## config.mk

```make
export PLATFORM = sky130hd
export DESIGN_NAME = multiplexed_host_bus_port
export DESIGN_NICKNAME = d
export VERILOG_FILES = /design/src/logic/host_port_pkg.sv /design/src/logic/edge_detect.sv /design/src/logic/multiplexed_host_bus_port.sv
export SDC_FILE = /design/constraint.sdc
export NUM_CORES = 1
export LEC_CHECK = 0
export ABC_AREA = 1
export BUFFER_PORTS_ARGS = -buffer_cell sky130_fd_sc_hd__buf_4
export CAP_MARGIN = 20
export CORE_ASPECT_RATIO = 1.75
export CORE_MARGIN = 5
export CORE_UTILIZATION = 25
export DETAILED_ROUTE_END_ITERATION = 6
export PLACE_DENSITY = 0.53
export SLEW_MARGIN = 15
export SYNTH_ARGS = -nofsm -noshare
export SYNTH_HDL_FRONTEND = slang
export SYNTH_SLANG_ARGS = --single-unit
```

## constraint.sdc

```tcl
create_clock -name clk -period 2.5 [get_ports clk]
set_clock_uncertainty 0.2 [all_clocks]
set_input_delay 0.125 -clock clk [delete_from_list [all_inputs] [get_ports clk]]
set_output_delay 0.125 -clock clk [all_outputs]
set_load 0.1 [all_outputs]
```

## src/logic/host_port_pkg.sv

```systemverilog
// constants and carrier types for the multiplexed host bus port
// How it works
// - address is captured when the latch strobe falls, held for the cycle
// - write data is captured when the write strobe rises
// - read data is driven in the later part of the read-low interval
// - shared-line drivers release on the first clock edge after the read strobe rises
// - with select high the address still latches but no access happens
// - output buffers are enabled only if the read strobe was low at the previous clock edge
package host_port_pkg;
  localparam int unsigned data_w = 8;
  localparam int unsigned clk_mhz = 20;
  // width of the read wait counter and the longest delay it can serve
  localparam int unsigned cnt_w = 8;
  localparam int unsigned delay_max = (1 << cnt_w) - 1;
  // delay from read strobe low to data driven, ns
  localparam int unsigned read_delay_ns = 100;
  localparam int unsigned read_delay_cyc =
    (read_delay_ns * clk_mhz + 999) / 1000;
  localparam logic [data_w-1:0] addr_rst = 8'h00;
  localparam logic [data_w-1:0] data_rst = 8'h00;

  typedef struct packed {
    logic ale;
    logic sel_n;
    logic rd_n;
    logic wr_n;
  } strobes_t;

  typedef struct packed {
    logic [data_w-1:0] addr;
    logic [data_w-1:0] data;
  } access_t;

  typedef enum logic [1:0] {
    st_idle = 2'b00,
    st_wait = 2'b01,
    st_drive = 2'b11
  } read_state_t;
endpackage

```

## src/logic/edge_detect.sv

```systemverilog
// registered edge detector for host strobes
`timescale 1ns/1ps
`default_nettype none
module edge_detect (
  input wire logic clk,
  input wire logic rst,
  input wire logic level,
  input wire logic rst_val,
  output logic rise,
  output logic fall
);
  logic prev_ff;
  always_ff @(posedge clk or posedge rst) begin
    if (rst) begin
      prev_ff <= 1'b0;
    end else begin
      prev_ff <= level;
    end
  end
  // rst_val is the idle level so no false edge after reset release
  logic seen_ff;
  always_ff @(posedge clk or posedge rst) begin
    if (rst) begin
      seen_ff <= 1'b0;
    end else begin
      seen_ff <= 1'b1;
    end
  end
  logic prev;
  assign prev = seen_ff ? prev_ff : rst_val;
  assign rise = level & ~prev;
  assign fall = ~level & prev;
endmodule // edge_detect
`default_nettype wire

```

## src/logic/multiplexed_host_bus_port.sv

```systemverilog
// device end of the multiplexed address/data host port
`timescale 1ns/1ps
`default_nettype none
module multiplexed_host_bus_port #(
  parameter int unsigned read_delay = host_port_pkg::read_delay_cyc
) (
  input wire logic clk,
  input wire logic rst,
  input wire logic ale,
  input wire logic sel_n,
  input wire logic rd_n,
  input wire logic wr_n,
  input wire logic [host_port_pkg::data_w-1:0] shared_addr_data_lines_i,
  output logic [host_port_pkg::data_w-1:0] shared_addr_data_lines_o,
  output logic shared_addr_data_lines_oe,
  output logic [host_port_pkg::data_w-1:0] reg_addr,
  output logic reg_wr,
  output logic [host_port_pkg::data_w-1:0] reg_wdata,
  output logic reg_rd,
  input wire logic [host_port_pkg::data_w-1:0] reg_rdata
);
  // refuse delays the wait counter cannot reach
  if (read_delay < 1 || read_delay > host_port_pkg::delay_max) begin : g_bad_delay
    $error("read_delay out of range");
  end
  // count value at which waiting ends and driving starts
  localparam int unsigned last_int = read_delay - 1;
  localparam logic [host_port_pkg::cnt_w-1:0] last_cnt = last_int[host_port_pkg::cnt_w-1:0];

  ////////////////////////////////////////////////////////////////////////
  host_port_pkg::strobes_t strb;
  assign strb = '{ale: ale, sel_n: sel_n, rd_n: rd_n, wr_n: wr_n};
  logic ale_fall;
  logic wr_rise;
  logic rd_fall;
  edge_detect ale_ed (.clk(clk), .rst(rst), .level(strb.ale), .rst_val(1'b0),
    .rise(), .fall(ale_fall));
  edge_detect wr_ed (.clk(clk), .rst(rst), .level(strb.wr_n), .rst_val(1'b1),
    .rise(wr_rise), .fall());
  edge_detect rd_ed (.clk(clk), .rst(rst), .level(strb.rd_n), .rst_val(1'b1),
    .rise(), .fall(rd_fall));

  ////////////////////////////////////////////////////////////////////////
  // address latch, independent of select
  host_port_pkg::access_t acc_ff;
  always_ff @(posedge clk or posedge rst) begin
    if (rst) begin
      acc_ff.addr <= host_port_pkg::addr_rst;
    end else if (ale_fall) begin
      acc_ff.addr <= shared_addr_data_lines_i;
    end
  end
  always_ff @(posedge clk or posedge rst) begin
    if (rst) begin
      acc_ff.data <= host_port_pkg::data_rst;
    end else if (wr_rise && !strb.sel_n) begin
      acc_ff.data <= shared_addr_data_lines_i;
    end
  end
  assign reg_addr = acc_ff.addr;
  assign reg_wdata = acc_ff.data;

  ////////////////////////////////////////////////////////////////////////
  // write pulse registered on the same edge that captures the data
  logic reg_wr_ff;
  always_ff @(posedge clk or posedge rst) begin
    if (rst) begin
      reg_wr_ff <= 1'b0;
    end else begin
      reg_wr_ff <= wr_rise & ~strb.sel_n;
    end
  end
  assign reg_wr = reg_wr_ff;

  ////////////////////////////////////////////////////////////////////////
  // read sequencing
  host_port_pkg::read_state_t state_ff;
  host_port_pkg::read_state_t nxt_state;
  // wait counter runs only while a read waits for its drive point
  logic [host_port_pkg::cnt_w-1:0] cnt_ff;
  // a read is honoured only while selected, not writing and past the address phase
  logic rd_ok;
  assign rd_ok = ~strb.rd_n & ~strb.sel_n & strb.wr_n & ~strb.ale;

  always_comb begin
    nxt_state = state_ff;
    case (state_ff)
      host_port_pkg::st_idle: begin
        if (rd_fall && rd_ok) begin
          nxt_state = host_port_pkg::st_wait;
        end
      end
      host_port_pkg::st_wait: begin
        if (!rd_ok) begin
          nxt_state = host_port_pkg::st_idle;
        end else if (cnt_ff == last_cnt) begin
          nxt_state = host_port_pkg::st_drive;
        end
      end
      host_port_pkg::st_drive: begin
        if (!rd_ok) begin
          nxt_state = host_port_pkg::st_idle;
        end
      end
      default: begin
        nxt_state = host_port_pkg::st_idle;
      end
    endcase
  end

  always_ff @(posedge clk or posedge rst) begin
    if (rst) begin
      state_ff <= host_port_pkg::st_idle;
    end else begin
      state_ff <= nxt_state;
    end
  end

  always_ff @(posedge clk or posedge rst) begin
    if (rst) begin
      cnt_ff <= '0;
    end else if (state_ff == host_port_pkg::st_wait) begin
      cnt_ff <= cnt_ff + 1'b1;
    end else begin
      cnt_ff <= '0;
    end
  end

  logic reg_rd_ff;
  always_ff @(posedge clk or posedge rst) begin
    if (rst) begin
      reg_rd_ff <= 1'b0;
    end else begin
      reg_rd_ff <= rd_fall & rd_ok;
    end
  end
  assign reg_rd = reg_rd_ff;

  ////////////////////////////////////////////////////////////////////////
  // next-state decode shared by the enable and the data register
  function automatic logic is_drive(input host_port_pkg::read_state_t st);
    return st == host_port_pkg::st_drive;
  endfunction

  // output drivers; enable drops combinationally-free on the next edge
  logic oe_ff;
  logic [host_port_pkg::data_w-1:0] dout_ff;
  always_ff @(posedge clk or posedge rst) begin
    if (rst) begin
      oe_ff <= 1'b0;
    end else begin
      oe_ff <= is_drive(nxt_state) & rd_ok;
    end
  end
  always_ff @(posedge clk or posedge rst) begin
    if (rst) begin
      dout_ff <= host_port_pkg::data_rst;
    end else if (is_drive(nxt_state)) begin
      dout_ff <= reg_rdata;
    end
  end
  assign shared_addr_data_lines_o = dout_ff;
  assign shared_addr_data_lines_oe = oe_ff;
endmodule // multiplexed_host_bus_port
`default_nettype wire

```

Yosys cells after proc, flatten, opt, wreduce, memory -nomap -nowiden --
Cells that the tools add are included.
Cells by class: add/sub/neg operators 1, equality and inequality tests 4, mux-type cells 9, bitwise gates (word level) 13, reductions and logical operators 4
Operators with widths (number):
- 1-bit bitwise AND | 9
- 8-bit by 1-bit adder with 8-bit output, second input constant | 1
- 8-bit by 1-bit == test with 1-bit output, second input constant | 1
- 2-bit two-way mux | 4
- 8-bit two-way mux | 1
- 2-bit case mux with 3 select lines | 1
- 2-bit == test, second input constant | 2
- 1-bit inverter | 4
- 1-bit two-way mux | 3
- 2-bit by 1-bit == test with 1-bit output, second input constant | 1
- 1-bit logical AND | 2
- 2-bit logical NOT | 1
- 1-bit logical NOT | 1
Storage, ports and cells: flip-flop bits (word level) 41, bits of input ports 22, logic and storage cells 43

Depth between registers and ports, before layout --
depth after elaboration 9, depth in mapped cells 9

Modules after synthesis --
From an unflattened synthesis, not the netlist that was laid out.
Unflattened totals: cell total of the unflattened synthesis 208, area, all modules 1854.3 um2
Modules (own cells, without submodules):
- multiplexed_host_bus_port | instances 1, cells each 160, area an instance 1531.5 um2, sequential area each 925.9 um2
- edge_detect | instances 3, cells each 16, area an instance 107.6 um2, sequential area each 50.0 um2

Least setup slack after synthesis --
No wires, ideal clock.
kind register -> register, start point reg cnt_ff[1] (netlist name), end point reg dout_ff, in the netlist shared_addr_data_lines_o[0], data arrival time 1.070 ns, required time 2.178 ns, slack 1.108 ns, stages on the path, launching flop included 10, period minus slack after synthesis 1.392 ns, path through dfrtp_1 -> inv_1 -> ha_1 -> nand2_1 -> nor2_1 -> nand2_2 -> nand2_4 -> nand2_8 -> nand2_1 -> nand2_1
Between the ends: word-level cells in the longest chain between the ends 5
RTL lines:
- from (decl) | RTL line multiplexed_host_bus_port.sv:80 | logic [host_port_pkg::cnt_w-1:0] cnt_ff;
- from (signal assigned) | RTL line multiplexed_host_bus_port.sv:123 | cnt_ff <= cnt_ff + 1'b1;
- 8-bit by 1-bit == test with 1-bit output | RTL line multiplexed_host_bus_port.sv:96 | end else if (cnt_ff == last_cnt) begin
- 2-bit two-way mux | RTL line multiplexed_host_bus_port.sv:96
- 2-bit two-way mux | RTL line multiplexed_host_bus_port.sv:94 | if (!rd_ok) begin
- 2-bit case mux with 3 select lines | RTL line multiplexed_host_bus_port.sv:87 | case (state_ff)
- 2-bit == test | RTL line multiplexed_host_bus_port.sv:142 | return st == host_port_pkg::st_drive;
- to (signal assigned) | RTL line multiplexed_host_bus_port.sv:157 | dout_ff <= host_port_pkg::data_rst;
- to (signal assigned) | RTL line multiplexed_host_bus_port.sv:159 | dout_ff <= reg_rdata;
- to (decl) | RTL line multiplexed_host_bus_port.sv:147 | logic [host_port_pkg::data_w-1:0] dout_ff;
Every way passes these cells. A chain may end at the register's enable or synchronous reset.

Final worst setup path --
start point in rd_n, end point reg dout_ff, in the netlist shared_addr_data_lines_o[2]
Between the ends: word-level cells in the longest chain between the ends 8, elaborated cells between the ends (all ways) 11
RTL lines:
- from (decl) | RTL line multiplexed_host_bus_port.sv:11 | input wire logic rd_n,
- 1-bit inverter * | RTL line edge_detect.sv:32, multiplexed_host_bus_port.sv:83
- 1-bit bitwise AND (3 in series) | RTL line multiplexed_host_bus_port.sv:83 | assign rd_ok = ~strb.rd_n & ~strb.sel_n & strb.wr_n & ~strb.ale;
- 1-bit logical AND | RTL line multiplexed_host_bus_port.sv:89 | if (rd_fall && rd_ok) begin
- 2-bit two-way mux | RTL line multiplexed_host_bus_port.sv:89
- 2-bit case mux with 3 select lines * | RTL line multiplexed_host_bus_port.sv:87
- 2-bit == test * | RTL line multiplexed_host_bus_port.sv:142
Every way passes the cells marked *; elsewhere a longest branch is shown, timed or not.

==> flow_summary.toml <==
[grt]
grt_first_pass_wirelength_um = 6700
grt_max_degree = 24
first_global_vias = 1420
antenna_found_initial = 0
overflow = 0
track_usage_pct = 9.93

[sta]
worstMarginPinSlew_ns = 0.713
rsz0062_at_grt = "false"
fin_ws_ns = 0.985
fin_crit_sh_pct = 60.6
max_slew_margin_pct = 52.2
slew_violations = 0
fin_crit_ns = 1.51
final.setup.tns_ns = 0
hold_viol = 0
fmax_mhz = 660
finalSetupViolCount = 0

[synthesis]
synth-xor-area-share_pct = 0.518
synth_top_area_cell = "dfrtp_1"
synth_compound_area_share_pct = 7.69
synth_cell_types = 24
synth-seq-area-share_pct = 60.7
synth_area_um2 = 1690
avgSynthCellArea_um2 = 9.95
synth_top_family_by_area = "simple AND/OR/NAND/NOR gates"
syn_nets = 194
yosysWarnings = 0
synth.top_cell.area_share_pct = 60.7
synth-adder-area-share_pct = 1.48
netlist_instances = 170
yosys.area_share.simple_pct = 23.4
synthMuxAreaShare_pct = 0
ys_seq_elements = 41
netlist_top_cells_area = "dfrtp_1 61%, nand2_1 9.3%, inv_1 4.9%"

[status]
status = "finished, final reports clean"

[drt]
wl_met3_um = 196
route.detailed.drc = 0
vias_per_cell = 4.09
routedWlPerCell_um = 11.9
drtIter0Drc = 60
first_pass_iters = 4
wl_met2_um = 2120
routed_wl_um = 3890
drt-met1-wl_um = 1490
route.vias.total = 1333
ant_nets = 0
highest_layer = "met4"

[clock_network]
cts_tree = "yes"
holdBufCountCts = 20
ctsResizeCount = 0
htree_levels = 2
postCtsSetupRepairBufs = 0
cts-buffers-inserted = 5
cts_sinks = 41
clockRootBuffer = "clkbuf_16"
clk_pin_slew_worst_paths_ns = 0.06
clk_latency_ns = 0.28
cts_max_path_buffers = 2

[placed_design]
gp_congestion = 0.757
pre_cts_ws_ns = 1.02
portBuffers = 48
post-dp-hpwl_um = 2820
placed_area_um2 = 2150

[worst_setup_path]
worstSetupStartpoint = "rd_n"
r2r_start = "cnt_ff[1]"
cp_slowest_cell = "dlygate4sd3_1"
start_kind = "primary input"
path_common_cell = "nand2_1"
worstPathRequired_ns = 2.47
cp_num_buf_inv = 2
endpoint_kind = "flip-flop"
worstSetupPathType = "in -> reg"
critPathMaxFanout = 10
cp_cell_sequence = "dlygate4sd3_1, buf_4, nor2_2, nand3_2, nor2_8, nand2_8, nand2_1, nand2_1"
crit_family = "buffers and inverters"
crit_arrival_ns = 1.48
slowest_delay_ns = 0.54

[power]
p_switching_mw = 0.703
p_per_area_nw_per_um2 = 778
combPwrFrac_pct = 29.0
p_int_mw = 1.24
swShare_pct = 36.2
p_seq_share_pct = 38.5
clockPowerShare_pct = 32.5
finalPower_mw = 1.94
ir_worst_vdd_v = 0.000457
p_leak_nw = 1.29

[floorplanning]
rows = 39
initial_utilization_pct = 25.7
fp.dieW_um = 72.2
fp.coreArea_um2 = 6590
die-area_um2 = 8580
ioPinCount = 49
fp.dieH_um = 119

[final_layout]
fillers = 684
nets = 268
layout_commonest_cell = "buf_4"
drive_gt1_share_pct = 31.1
fin_area_um2 = 2490
antenna_cells = 0
most-common-layout-cells = "49 x buf_4, 42 x nand2_1, 41 x dfrtp_1, 21 x inv_1, 20 x dlygate4sd3_1"
area_growth_syn_to_layout_pct = 47.3

[hold_path]
min_from = "sel_n"
hp-class = "in -> reg"

[run]
drv_cap = 0
[power groups by stage]
stage / clock network (mW) / logic (mW) / registers [mW]
after floorplan: 0 / 0.0722 / 1.09
after global placement: 0 / 0.539 / 0.758
after detailed placement: 0 / 0.543 / 0.756
after CTS: 0.652 / 0.567 / 0.746
after global routing: 0.671 / 0.587 / 0.752
final: 0.630 / 0.562 / 0.746
[path summary, 6_finish.rpt]
| check | to | slack [ns] | cells after the start |
|---|---|---|---|
| worst max-delay path | shared_addr_data_lines_o[2] | 0.99 | 8 |
| worst min-delay path | reg_rd | 0.02 | 4 |
| worst max register to register | shared_addr_data_lines_o[2] | 1.02 | 9 |
| worst min register to register | shared_addr_data_lines_o[4] | 0.27 | 2 |
| max in group asynchronous | wr_ed.seen_ff | 1.15 | 4 |
| min in group asynchronous | shared_addr_data_lines_o[3] | 0.24 | 3 |
[area by class of cell]
cell class / instances / area, um^2 / area share [%]
Sequential cell: 41 / 1030 / 41.2
Timing Repair Buffer: 69 / 568 / 22.8
Multi-Input combinational cell: 103 / 563 / 22.6
Clock buffer: 7 / 143 / 5.72
Tap cell: 82 / 103 / 4.12
Inverter: 24 / 90.1 / 3.61
[kinds of logic (layout without fill, tap and decap cells)]
| family | Yosys count | in the layout |
|---|---|---|
| XOR/XNOR | 1 | 1 |
| flip-flops | 41 | 41 |
| buffers and inverters | 26 | 100 |
| AND/OR/NAND/NOR | 79 | 79 |
| AO/OA/AOI/OAI | 20 | 20 |
| other | 1 | 1 |
| adder cells (fa/ha/maj) | 2 | 2 |
[synthesized netlist by cell type (all sizes together)]
library cell,number
ha,2
conb,1
nor3b,2
dfrtp,41
nand3,13
xor2,1
inv,24
nand2,46
nor3,4
buf,2
nor2,14
a21oi,2
o21ai,18
[layer usage]
layer	global-route usage, %	vias to the layer above
li1	-	674
met3	2.87	7
met1	10.6	622
met4	4.24	0
met2	17.6	30
met5	0	-
[registers in the layout (all words and copies together), names as in the netlist]
name                       count
ale_ed.prev_ff                 1
shared_addr_data_lines_o       8
reg_wr                         1
state_ff                       2
rd_ed.prev_ff                  1
reg_addr                       8
shared_addr_data_lines_oe      1
wr_ed.prev_ff                  1
cnt_ff                         8
reg_rd                         1
wr_ed.seen_ff                  1
reg_wdata                      8
[per-stage QoR]
step                      hold slack (ns)  utilization, %  instances
after floorplan                   -0.0436               -        170
after global placement            -0.0156            32.6        299
after detailed placement          -0.0120            32.6        299
after CTS                          0.0181            37.8        326
after global routing               0.0294            37.8        326
final                              0.0167            37.8        326
[worst register-to-register path: stages, from the launching register on]
cell	delay (ns)
dfrtp_1	0.39
inv_1	0.06
ha_1	0.13
nand2_1	0.05
nor2_1	0.12
nand2_2	0.08
nand2_4	0.14
nand2_8	0.09
nand2_1	0.06
nand2_1	0.04
No activity file was read; power rests on OpenSTA's default activity.
